## src/design/sleep_ctl_regs.vh

```
// register offsets, fields, reset values and timing counts of the sleep and clock gating control
`ifndef SLEEP_CTL_REGS_VH
`define SLEEP_CTL_REGS_VH

`define OFF_CORE_CONTROL    8'h35
`define OFF_SLEEP_CONTROL   8'h33
`define OFF_CLOCK_GATE_A    8'h64
`define OFF_SLEEP_STATUS    8'h70

`define RST_CORE_CONTROL    8'h00
`define RST_SLEEP_CONTROL   8'h00
`define RST_CLOCK_GATE_A    8'h00

`define BIT_SLEEP_ARM       0
`define BIT_MODE_LO         1
`define BIT_MODE_HI         3
`define BIT_DEBUG_DISABLE   7
`define BIT_BOD_OFF         6
`define BIT_BOD_UNLOCK      5
`define CORE_CTRL_RO_MASK   8'h0c

`define MODE_IDLE           3'h0
`define MODE_NOISE_RED      3'h1
`define MODE_POWER_DOWN     3'h2
`define MODE_POWER_SAVE     3'h3
`define MODE_STANDBY        3'h6
`define MODE_EXT_STANDBY    3'h7

`define UNLOCK_WINDOW_CYC   4
`define BOD_OFF_DELAY_CYC   3
`define BOD_OFF_HOLD_CYC    3
`define STANDBY_WAKE_CYC    6
`define WAKE_HALT_CYC       4
`define BOD_WAKE_TIME_NS    60000
`define CLK_PERIOD_NS       4
`define BOD_WAKE_CYC        ((`BOD_WAKE_TIME_NS + `CLK_PERIOD_NS - 1) / `CLK_PERIOD_NS)

`endif

```

## src/design/sleep_ctl.v

```verilog
// sleep mode control, peripheral clock gating and brown-out sleep-off sequencing
`timescale 1ns/1ns
`include "sleep_ctl_regs.vh"

// Summary of operation
// - mode 110 with crystal enters standby
// - mode 111 with crystal enters extended standby
// - wake from standby modes in six cycles unless the detector was off
// - mode field bits 3..1 decodes sleep modes
// - sleep only when arm bit is one
// - gate bit stops clock, blocks register access
// - clearing gate bit resumes frozen peripheral
// - gating acts in active and idle only
// - converter stays enabled; restart gives extended conversion
// - comparator auto-off in deep sleep modes unless on the reference
// - reference powered when detector, comparator, converter need
// - fused detector stays active sleeping unless sleep-off was taken; watchdog stays active
// - input buffers off when both clocks stopped, wake pins excepted
// - debug enabled keeps main clock running asleep
// - debug disable bit 7 turns debug off
// - sleep-off bit set by timed unlock sequence
// - sleep-off effective after three, cleared after three
// - interrupt wake halts core four extra cycles
// - wake after detector off takes about 60 us
// - clock gate register at 0x64, reset zero
module sleep_ctl #(
    parameter BOD_WAKE_CYCLES = `BOD_WAKE_CYC
) (
    // clock and reset
    input  wire       clk,
    input  wire       srst,
    // register port
    input  wire [7:0] reg_addr,
    input  wire [7:0] reg_wdata,
    input  wire       reg_wr,
    input  wire       reg_rd,
    output reg  [7:0] reg_rdata,
    // core handshake
    input  wire       sleep_instr,
    input  wire       wake_irq,
    output reg        core_halted,
    output wire       sleep_entered,
    // straps and fuses
    input  wire       crystal_clock_sel,
    input  wire       debug_enable_fuse,
    input  wire       scan_port_fuse,
    input  wire       brownout_fuse_en,
    input  wire       watchdog_en,
    input  wire       converter_en,
    input  wire       comparator_en,
    input  wire       comparator_uses_ref,
    input  wire       wake_pin_needed,
    // peripheral side
    output wire [7:0] periph_clk_en,
    output wire [7:0] periph_reg_access_en,
    output wire       peripheral_clock_run,
    output wire       converter_clock_run,
    output wire       main_osc_run,
    output wire       converter_active,
    output reg        converter_extended_conv,
    output wire       comparator_active,
    output wire       reference_on,
    output wire       brownout_detector_on,
    output wire       watchdog_active,
    output wire       input_buffer_en,
    output wire       on_chip_debug_en
);

    // sleep state codes and wake counter width
    localparam ST_RUN    = 2'h0;
    localparam ST_SLEEP  = 2'h1;
    localparam ST_WAKE   = 2'h2;
    localparam ST_HALT   = 2'h3;
    localparam WAKE_W    = 16;

    // timing counts sized to the counters that load them
    localparam integer UNLOCK_WIN_I = `UNLOCK_WINDOW_CYC;
    localparam integer BOD_DELAY_I  = `BOD_OFF_DELAY_CYC;
    localparam integer BOD_HOLD_I   = `BOD_OFF_DELAY_CYC + `BOD_OFF_HOLD_CYC;
    localparam integer STANDBY_I    = `STANDBY_WAKE_CYC;
    localparam integer HALT_I       = `WAKE_HALT_CYC;
    localparam [2:0]   UNLOCK_WIN   = UNLOCK_WIN_I[2:0];
    localparam [2:0]   BOD_DELAY    = BOD_DELAY_I[2:0];
    localparam [2:0]   BOD_HOLD     = BOD_HOLD_I[2:0];
    localparam [15:0]  STANDBY_WAKE = STANDBY_I[15:0];
    localparam [15:0]  HALT_WAKE    = HALT_I[15:0];

    // software-visible registers
    reg  [7:0]        core_control_reg;
    reg  [7:0]        sleep_control_reg;
    reg  [7:0]        clock_gate_reg_a;

    // sleep state and wake counting
    reg  [1:0]        state_reg;
    reg  [2:0]        mode_reg;
    reg               bod_off_sleep_reg;
    reg  [WAKE_W-1:0] wake_cnt_reg;

    // sleep-off sequence counters
    reg  [2:0]        unlock_cnt_reg;
    reg  [2:0]        bod_delay_reg;
    reg  [2:0]        bod_hold_reg;
    reg               brownout_sleep_off;

    // converter restart tracking
    reg               converter_en_d_reg;
    reg               conv_restart_reg;

    // field views of the control registers
    wire [2:0] sleep_mode_select = sleep_control_reg[`BIT_MODE_HI:`BIT_MODE_LO];
    wire       sleep_arm         = sleep_control_reg[`BIT_SLEEP_ARM];
    wire       debug_port_disable = core_control_reg[`BIT_DEBUG_DISABLE];

    // write decode and sleep-off status
    wire       wr_core = reg_wr && (reg_addr == `OFF_CORE_CONTROL);
    wire       bod_active_now = brownout_sleep_off && (bod_delay_reg == 3'h0);

    // state decode
    wire       asleep = (state_reg == ST_SLEEP);

    // sleep mode decode: valid codes only, standby needs crystal clock
    // reserved codes leave the core running as if nothing was issued
    function mode_valid;
        input [2:0] m;
        input       xtal;
        begin
            case (m)
                `MODE_IDLE, `MODE_NOISE_RED, `MODE_POWER_DOWN, `MODE_POWER_SAVE: mode_valid = 1'b1;
                `MODE_STANDBY, `MODE_EXT_STANDBY: mode_valid = xtal;
                default: mode_valid = 1'b0;
            endcase
        end
    endfunction

    // true for modes that keep the peripheral clock running
    function io_clock_runs;
        input [2:0] m;
        begin
            io_clock_runs = (m == `MODE_IDLE);
        end
    endfunction

    // true for modes that keep the converter clock running
    function conv_clock_runs;
        input [2:0] m;
        begin
            conv_clock_runs = (m == `MODE_IDLE) || (m == `MODE_NOISE_RED);
        end
    endfunction

    // true for the two modes that keep the oscillator for a fast wake
    function is_standby;
        input [2:0] m;
        begin
            is_standby = (m == `MODE_STANDBY) || (m == `MODE_EXT_STANDBY);
        end
    endfunction

    // register writes and the timed sleep-off sequence
    // sleep-off only sets on the second write of the pair,
    // so one stray write can never switch the detector off
    always @(posedge clk) begin
        if (srst) begin
            core_control_reg  <= `RST_CORE_CONTROL;
            sleep_control_reg <= `RST_SLEEP_CONTROL;
            clock_gate_reg_a  <= `RST_CLOCK_GATE_A;
            unlock_cnt_reg    <= 3'h0;
            bod_delay_reg     <= 3'h0;
            bod_hold_reg      <= 3'h0;
            brownout_sleep_off <= 1'b0;
        end else begin
            // sleep control: mode field and arm bit, upper nibble zero
            if (reg_wr && reg_addr == `OFF_SLEEP_CONTROL)
                sleep_control_reg <= {4'h0, reg_wdata[3:0]};

            // clock gate register: one bit per peripheral
            if (reg_wr && reg_addr == `OFF_CLOCK_GATE_A)
                clock_gate_reg_a <= reg_wdata;

            // unlock window countdown
            if (unlock_cnt_reg != 3'h0)
                unlock_cnt_reg <= unlock_cnt_reg - 3'h1;

            // core control: plain bits stored, sleep-off pair decoded
            if (wr_core) begin
                // read-only bits and the two sequence bits never stored
                core_control_reg <= reg_wdata & ~`CORE_CTRL_RO_MASK & ~8'h60;
                if (reg_wdata[`BIT_BOD_OFF] && reg_wdata[`BIT_BOD_UNLOCK]) begin
                    // first write of the pair opens the window
                    unlock_cnt_reg <= UNLOCK_WIN;
                end else if (reg_wdata[`BIT_BOD_OFF] && !reg_wdata[`BIT_BOD_UNLOCK]
                             && unlock_cnt_reg != 3'h0) begin
                    // second write inside the window sets sleep-off
                    brownout_sleep_off <= 1'b1;
                    bod_delay_reg      <= BOD_DELAY;
                    bod_hold_reg       <= BOD_HOLD;
                    unlock_cnt_reg     <= 3'h0;
                end
            end

            // sleep-off becomes active after three, clears three later
            // a new set in the same cycle wins over the countdown
            if (brownout_sleep_off && !(wr_core && reg_wdata[`BIT_BOD_OFF])) begin
                if (bod_delay_reg != 3'h0)
                    bod_delay_reg <= bod_delay_reg - 3'h1;
                if (bod_hold_reg == 3'h1)
                    brownout_sleep_off <= 1'b0;
                if (bod_hold_reg != 3'h0)
                    bod_hold_reg <= bod_hold_reg - 3'h1;
            end
        end
    end

    // sleep state machine: entry, sleep, wake start-up, halt
    // the core stays halted through the whole wake path and the
    // extra halt cycles, so nothing it issues can race the wake
    always @(posedge clk) begin
        if (srst) begin
            state_reg         <= ST_RUN;
            mode_reg          <= `MODE_IDLE;
            bod_off_sleep_reg <= 1'b0;
            wake_cnt_reg      <= {WAKE_W{1'b0}};
            core_halted       <= 1'b0;
        end else begin
            case (state_reg)
                // running: take the sleep instruction when armed and valid
                ST_RUN: begin
                    if (sleep_instr && sleep_arm && mode_valid(sleep_mode_select, crystal_clock_sel)) begin
                        state_reg         <= ST_SLEEP;
                        mode_reg          <= sleep_mode_select;
                        // detector off only in the deeper modes
                        bod_off_sleep_reg <= bod_active_now && !conv_clock_runs(sleep_mode_select);
                        core_halted       <= 1'b1;
                    end
                end

                // asleep: an enabled interrupt starts the wake path
                ST_SLEEP: begin
                    if (wake_irq) begin
                        state_reg <= ST_WAKE;
                        // start-up length by mode and detector state
                        if (bod_off_sleep_reg)
                            wake_cnt_reg <= BOD_WAKE_CYCLES[WAKE_W-1:0];
                        else if (is_standby(mode_reg))
                            wake_cnt_reg <= STANDBY_WAKE;
                        else
                            wake_cnt_reg <= 16'h0001;
                    end
                end

                // start-up: detector back on, start-up time counted
                // the long count after a detector-off sleep lets it settle
                ST_WAKE: begin
                    bod_off_sleep_reg <= 1'b0;
                    if (wake_cnt_reg <= 16'h0001) begin
                        state_reg    <= ST_HALT;
                        wake_cnt_reg <= HALT_WAKE;
                    end else begin
                        wake_cnt_reg <= wake_cnt_reg - 16'h0001;
                    end
                end

                // halt: extra cycles before the core resumes
                ST_HALT: begin
                    if (wake_cnt_reg <= 16'h0001) begin
                        state_reg   <= ST_RUN;
                        core_halted <= 1'b0;
                    end else begin
                        wake_cnt_reg <= wake_cnt_reg - 16'h0001;
                    end
                end

                // unused code: back to running
                default: state_reg <= ST_RUN;
            endcase
        end
    end

    // converter restart tracking: next conversion after re-enable is long
    // the flag clears only after the converter has run with its clock,
    // so a switch-off inside a sleep still forces the long conversion
    always @(posedge clk) begin
        if (srst) begin
            converter_en_d_reg      <= 1'b0;
            conv_restart_reg        <= 1'b1;
            converter_extended_conv <= 1'b1;
        end else begin
            converter_en_d_reg <= converter_en;
            if (!converter_en)
                conv_restart_reg <= 1'b1;
            else if (converter_en_d_reg && converter_clock_run)
                conv_restart_reg <= 1'b0;
            converter_extended_conv <= conv_restart_reg;
        end
    end

    // register reads, one cycle later
    // data stands one cycle only; idle cycles read zero
    always @(posedge clk) begin
        if (srst) begin
            reg_rdata <= 8'h00;
        end else if (reg_rd) begin
            case (reg_addr)
                `OFF_CORE_CONTROL:  reg_rdata <= {core_control_reg[7],       // debug disable
                                                  brownout_sleep_off,        // sleep-off set
                                                  unlock_cnt_reg != 3'h0,    // unlock window open
                                                  core_control_reg[4],       // plain bit
                                                  2'b00,                     // read-only bits
                                                  core_control_reg[1:0]};
                `OFF_SLEEP_CONTROL: reg_rdata <= sleep_control_reg;
                `OFF_CLOCK_GATE_A:  reg_rdata <= clock_gate_reg_a;
                `OFF_SLEEP_STATUS:  reg_rdata <= {3'h0, bod_active_now, asleep, mode_reg};
                default:            reg_rdata <= 8'h00;
            endcase
        end else begin
            reg_rdata <= 8'h00;
        end
    end

    // sleep state seen by the core
    assign sleep_entered = asleep;

    // peripheral clock: only idle keeps it in sleep
    assign peripheral_clock_run = !asleep || io_clock_runs(mode_reg);

    // converter clock: idle and noise reduction keep it
    assign converter_clock_run = !asleep || conv_clock_runs(mode_reg);

    // main oscillator: stopped only in power-down and power-save
    // debug keeps it running so the debugger never loses the core
    assign main_osc_run = !asleep
                          || conv_clock_runs(mode_reg)
                          || is_standby(mode_reg)
                          || on_chip_debug_en;

    // per-peripheral clock enables on top of the sleep clocks
    // gating only matters while the peripheral clock runs at all
    assign periph_clk_en = peripheral_clock_run ? ~clock_gate_reg_a : 8'h00;

    // register access blocked while a peripheral is gated
    assign periph_reg_access_en = ~clock_gate_reg_a;

    // converter keeps its enable through every sleep mode
    assign converter_active = converter_en;

    // comparator drops with the converter clock unless on the reference
    assign comparator_active = comparator_en && (converter_clock_run || comparator_uses_ref);

    // detector off only inside a sleep that took the sleep-off
    // leaving sleep turns it back on before the core resumes
    assign brownout_detector_on = brownout_fuse_en && !(asleep && bod_off_sleep_reg);

    // reference follows its three users
    assign reference_on = brownout_detector_on || comparator_active || converter_active;

    // watchdog is not touched by sleep
    assign watchdog_active = watchdog_en;

    // input buffers off when both clocks stop, wake pins excepted
    // floating pins then draw no current through the input stage
    assign input_buffer_en = peripheral_clock_run || converter_clock_run || wake_pin_needed;

    // debug off by the disable bit or either fuse
    assign on_chip_debug_en = debug_enable_fuse && scan_port_fuse && !debug_port_disable;

endmodule

```

## config.mk

```make
export PLATFORM = sky130hd
export DESIGN_NAME = sleep_ctl
export DESIGN_NICKNAME = d
export VERILOG_FILES = /design/src/design/sleep_ctl.v
export VERILOG_INCLUDE_DIRS = /design/src /design/src/design
export SDC_FILE = /design/constraint.sdc
export NUM_CORES = 1
export LEC_CHECK = 0
export ABC_CLOCK_PERIOD_IN_PS = 2300
export BUFFER_PORTS_ARGS = -buffer_cell sky130_fd_sc_hd__buf_2
export CAP_MARGIN = 10
export CORE_MARGIN = 2
export CORE_UTILIZATION = 54
export DETAILED_ROUTE_END_ITERATION = 12
export GPL_ROUTABILITY_DRIVEN = 0
export PLACE_DENSITY = 0.91
export SKIP_CTS_REPAIR_TIMING = 1
export SYNTH_ARGS = -nofsm -noshare
export SYNTH_HDL_FRONTEND = slang
export SYNTH_SLANG_ARGS = --single-unit
```

## constraint.sdc

```tcl
create_clock -name clk -period 2.3 [get_ports clk]
set_input_delay 0.345 -clock clk [delete_from_list [all_inputs] [get_ports clk]]
set_output_delay 0.345 -clock clk [all_outputs]
set_load 0.02 [all_outputs]
```

==> out/results.ini <==
[yosys]
synthDistinctLibCells=50
synth-simple-area-share=0.2660
syn_inst=386
muxShareOfSynthArea=0.03214
yosysWarnings=0
ys_ff_latch=60
netlist_top_cells_area=dfxtp_1 (39%), nor2_1 (5.7%), ha_1 (5.2%), nand2_1 (4.9%), a21oi_1 (4.8%)
ys_seq_area_frac=0.3857
synth_compound_area_frac=0.1916
avgSynthCellArea_um2=8.068
async_reset_ff_frac=0
synth-edff-count=0
netlist_area_mm2=0.003114
synth_adder_area_share=0.05223
synth_nets=430
synth_top_family_by_area=simple AND/OR/NAND/NOR gates
ys.flop_type=dfxtp_1
synth-xor-area-share=0.01687
yosys.area.top_type_share=0.3857
yosysTopAreaCell=dfxtp_1

[clocking]
htreeDepth=3
root_buffer=clkbuf_8
clk_pin_slew_worst_paths_ns=0.07
cts_tree=yes
clkSinkCount=60
numCtsBuffers=9
insertion_delay_ns=0.35
cts_buffer_depth=2

[placement]
io_buffers=65
post_dp_cell_area_mm2=0.003571
post-dp-hpwl_mm=5.881
dpl_worst_slack_ns=0.07527

[grt]
grt_usage=0.2643
grt_pass1_vias=2877
antenna_found_initial=0
grt_pass1_wl_mm=13.15
grt_max_degree=25
grt_remaining_overflow=0

[timing]
relSlewSlack=0.6948
finalWorstSetupSlack_ns=0.04165
clock-skew-final_ns=0.006162
setup_tns_ns=0
finalSetupViolCount=0
finalHoldViolations=0
maxSlewViolCount=0
finalCritPeriodShare=0.9819
fin_crit_ns=2.258
worst_pin_slew_ns=0.4543
fmax_mhz=442.8

[layout]
nets=506
drive_above_1_share=0.2323
finalInstanceArea_mm2=0.003776
largest_reg_flops=16
syn_to_final_growth_pct=21.25
n_antenna_cell=0
finalCoreUtilization=0.6816
fillers=416

[floorplan]
die_area_mm2=0.006390
die-height_um=79.94
core.rowCount=27
core_area_mm2=0.005540
die_w_um=79.94
start_util=0.5621
ios=68

[detailed_routing]
drtIter0Drc=415
drt-pass1-iter-count=5
dr_total_vias=3195
totalWireLength_mm=8.242
wire_per_inst_um=15.35
ant_nets=0
drc_errors=0
vias_per_cell=5.950

[power_and_ir_drop]
p_leak_nw=1.471
p_per_area_mw_per_mm2=655.8
p_total_mw=2.476
peakVddDrop_mv=0.3754

[worst_hold_path]
hold_path_class=primary input to flop

[worst_setup_path]
startpoint_type=flop
worstPathRequired_ns=2.52
endpoint_kind=flop
arrival_ns=2.48
critPathKind=flop to flop
crit_fanout=11

[run_status]
status=finished, final reports clean

[flow_run]
drv_cap=0

report_power, final:
| group | switching, mW | total (mW) | internal [mW] |
|---|---|---|---|
| logic | 0.266 | 0.432 | 0.166 |
| registers | 0.0313 | 1.11 | 1.08 |
| clock network | 0.391 | 0.937 | 0.546 |
| total | 0.689 | 2.48 | 1.79 |
metal layers:
metal | routed length, um | vias to the layer above | track usage
met5 | 0 | - | 0
met4 | 234 | 0 | 0.1153
met3 | 723 | 26 | 0.05204
met2 | 3833 | 183 | 0.4333
met1 | 3451 | 1457 | 0.3362
li1 | - | 1529 | -
synth_stat cells, drive strengths merged, types with 3 or more instances:
master and number:
dfxtp 60, nor2 47, nand2 41, a21oi 30, inv 27, nand3 20
nor3 15, ha 13, o21ai 12, clkbuf 10, mux2i 10, a211oi 9
a22oi 8, nor2b 7, nor4 7, a31oi 5, buf 5, or3 5
a22o 4, and2 4, o2111ai 4, xor2 4, nand2b 3, nand4 3
o31ai 3, or2 3
worst max-delay path, stage by stage, from the launching register on:
cell      delay, ns
dfxtp_1        0.39
inv_1          0.11
ha_1           0.28
o211ai_1       0.33
o21ai_0        0.19
nand2_1        0.34
a41oi_1        0.17
o311ai_0       0.32
cells by family (layout without fill, tap and decap cells):
kind of cell / count (synthesis) / after routing
muxes: 10 / 10
adders and majority gates: 13 / 13
buffers and inverters: 42 / 121
AOI/OAI and AO/OA: 91 / 91
xor gates and xnor gates: 6 / 6
and+or+nand+nor: 164 / 164
DFF: 60 / 60
worst paths after layout:
| kind | start | end | slack, ns | depth (start not counted) |
|---|---|---|---|---|
| max | wake_cnt_reg[0] | wake_cnt_reg[9] | 0.04 | 7 |
| min | reg_wdata[7] | core_control_reg[7] | 0.25 | 3 |
| max reg2reg | wake_cnt_reg[0] | wake_cnt_reg[9] | 0.04 | 7 |
| min reg2reg | conv_restart_reg | conv_restart_reg | 0.45 | 2 |
metrics by stage:
| stage | hold WS, ns | cells |
|---|---|---|
| 4_1_cts | 0.2536 | 537 |
| 5_1_grt | 0.2716 | 537 |
| 3_5_place_dp | 0.4402 | 523 |
| 3_3_place_gp | 0.4338 | 523 |
| 2_1_floorplan | 0.4139 | 386 |
| 6_report | 0.2548 | 537 |
final cells by class:
cell class                      count  area [um2]  share of cell area
Timing Repair Buffer               80       437.9              0.1160
Tap cell                           72       90.09             0.02386
Clock buffer                       12       155.1             0.04109
Inverter                           27       101.3             0.02684
Clock inverter                      2       35.03            0.009278
Sequential cell                    60        1201              0.3181
Multi-Input combinational cell    284        1755              0.4649
layout by cell type, fill, tap and decap left out, drive strengths merged, types with 5 or more instances in the layout:
cell | netlist | final
a211oi | 9 | 9
nor2 | 47 | 47
ha | 13 | 13
clkbuf | 10 | 12
a21oi | 30 | 30
inv | 27 | 27
a22oi | 8 | 8
nor3 | 15 | 15
nor2b | 7 | 7
o21ai | 12 | 12
dfxtp | 60 | 60
a31oi | 5 | 5
mux2i | 10 | 10
or3 | 5 | 5
nand2 | 41 | 41
nand3 | 20 | 20
buf | 5 | 80
nor4 | 7 | 7
No activity file was read; power rests on OpenSTA's default activity.
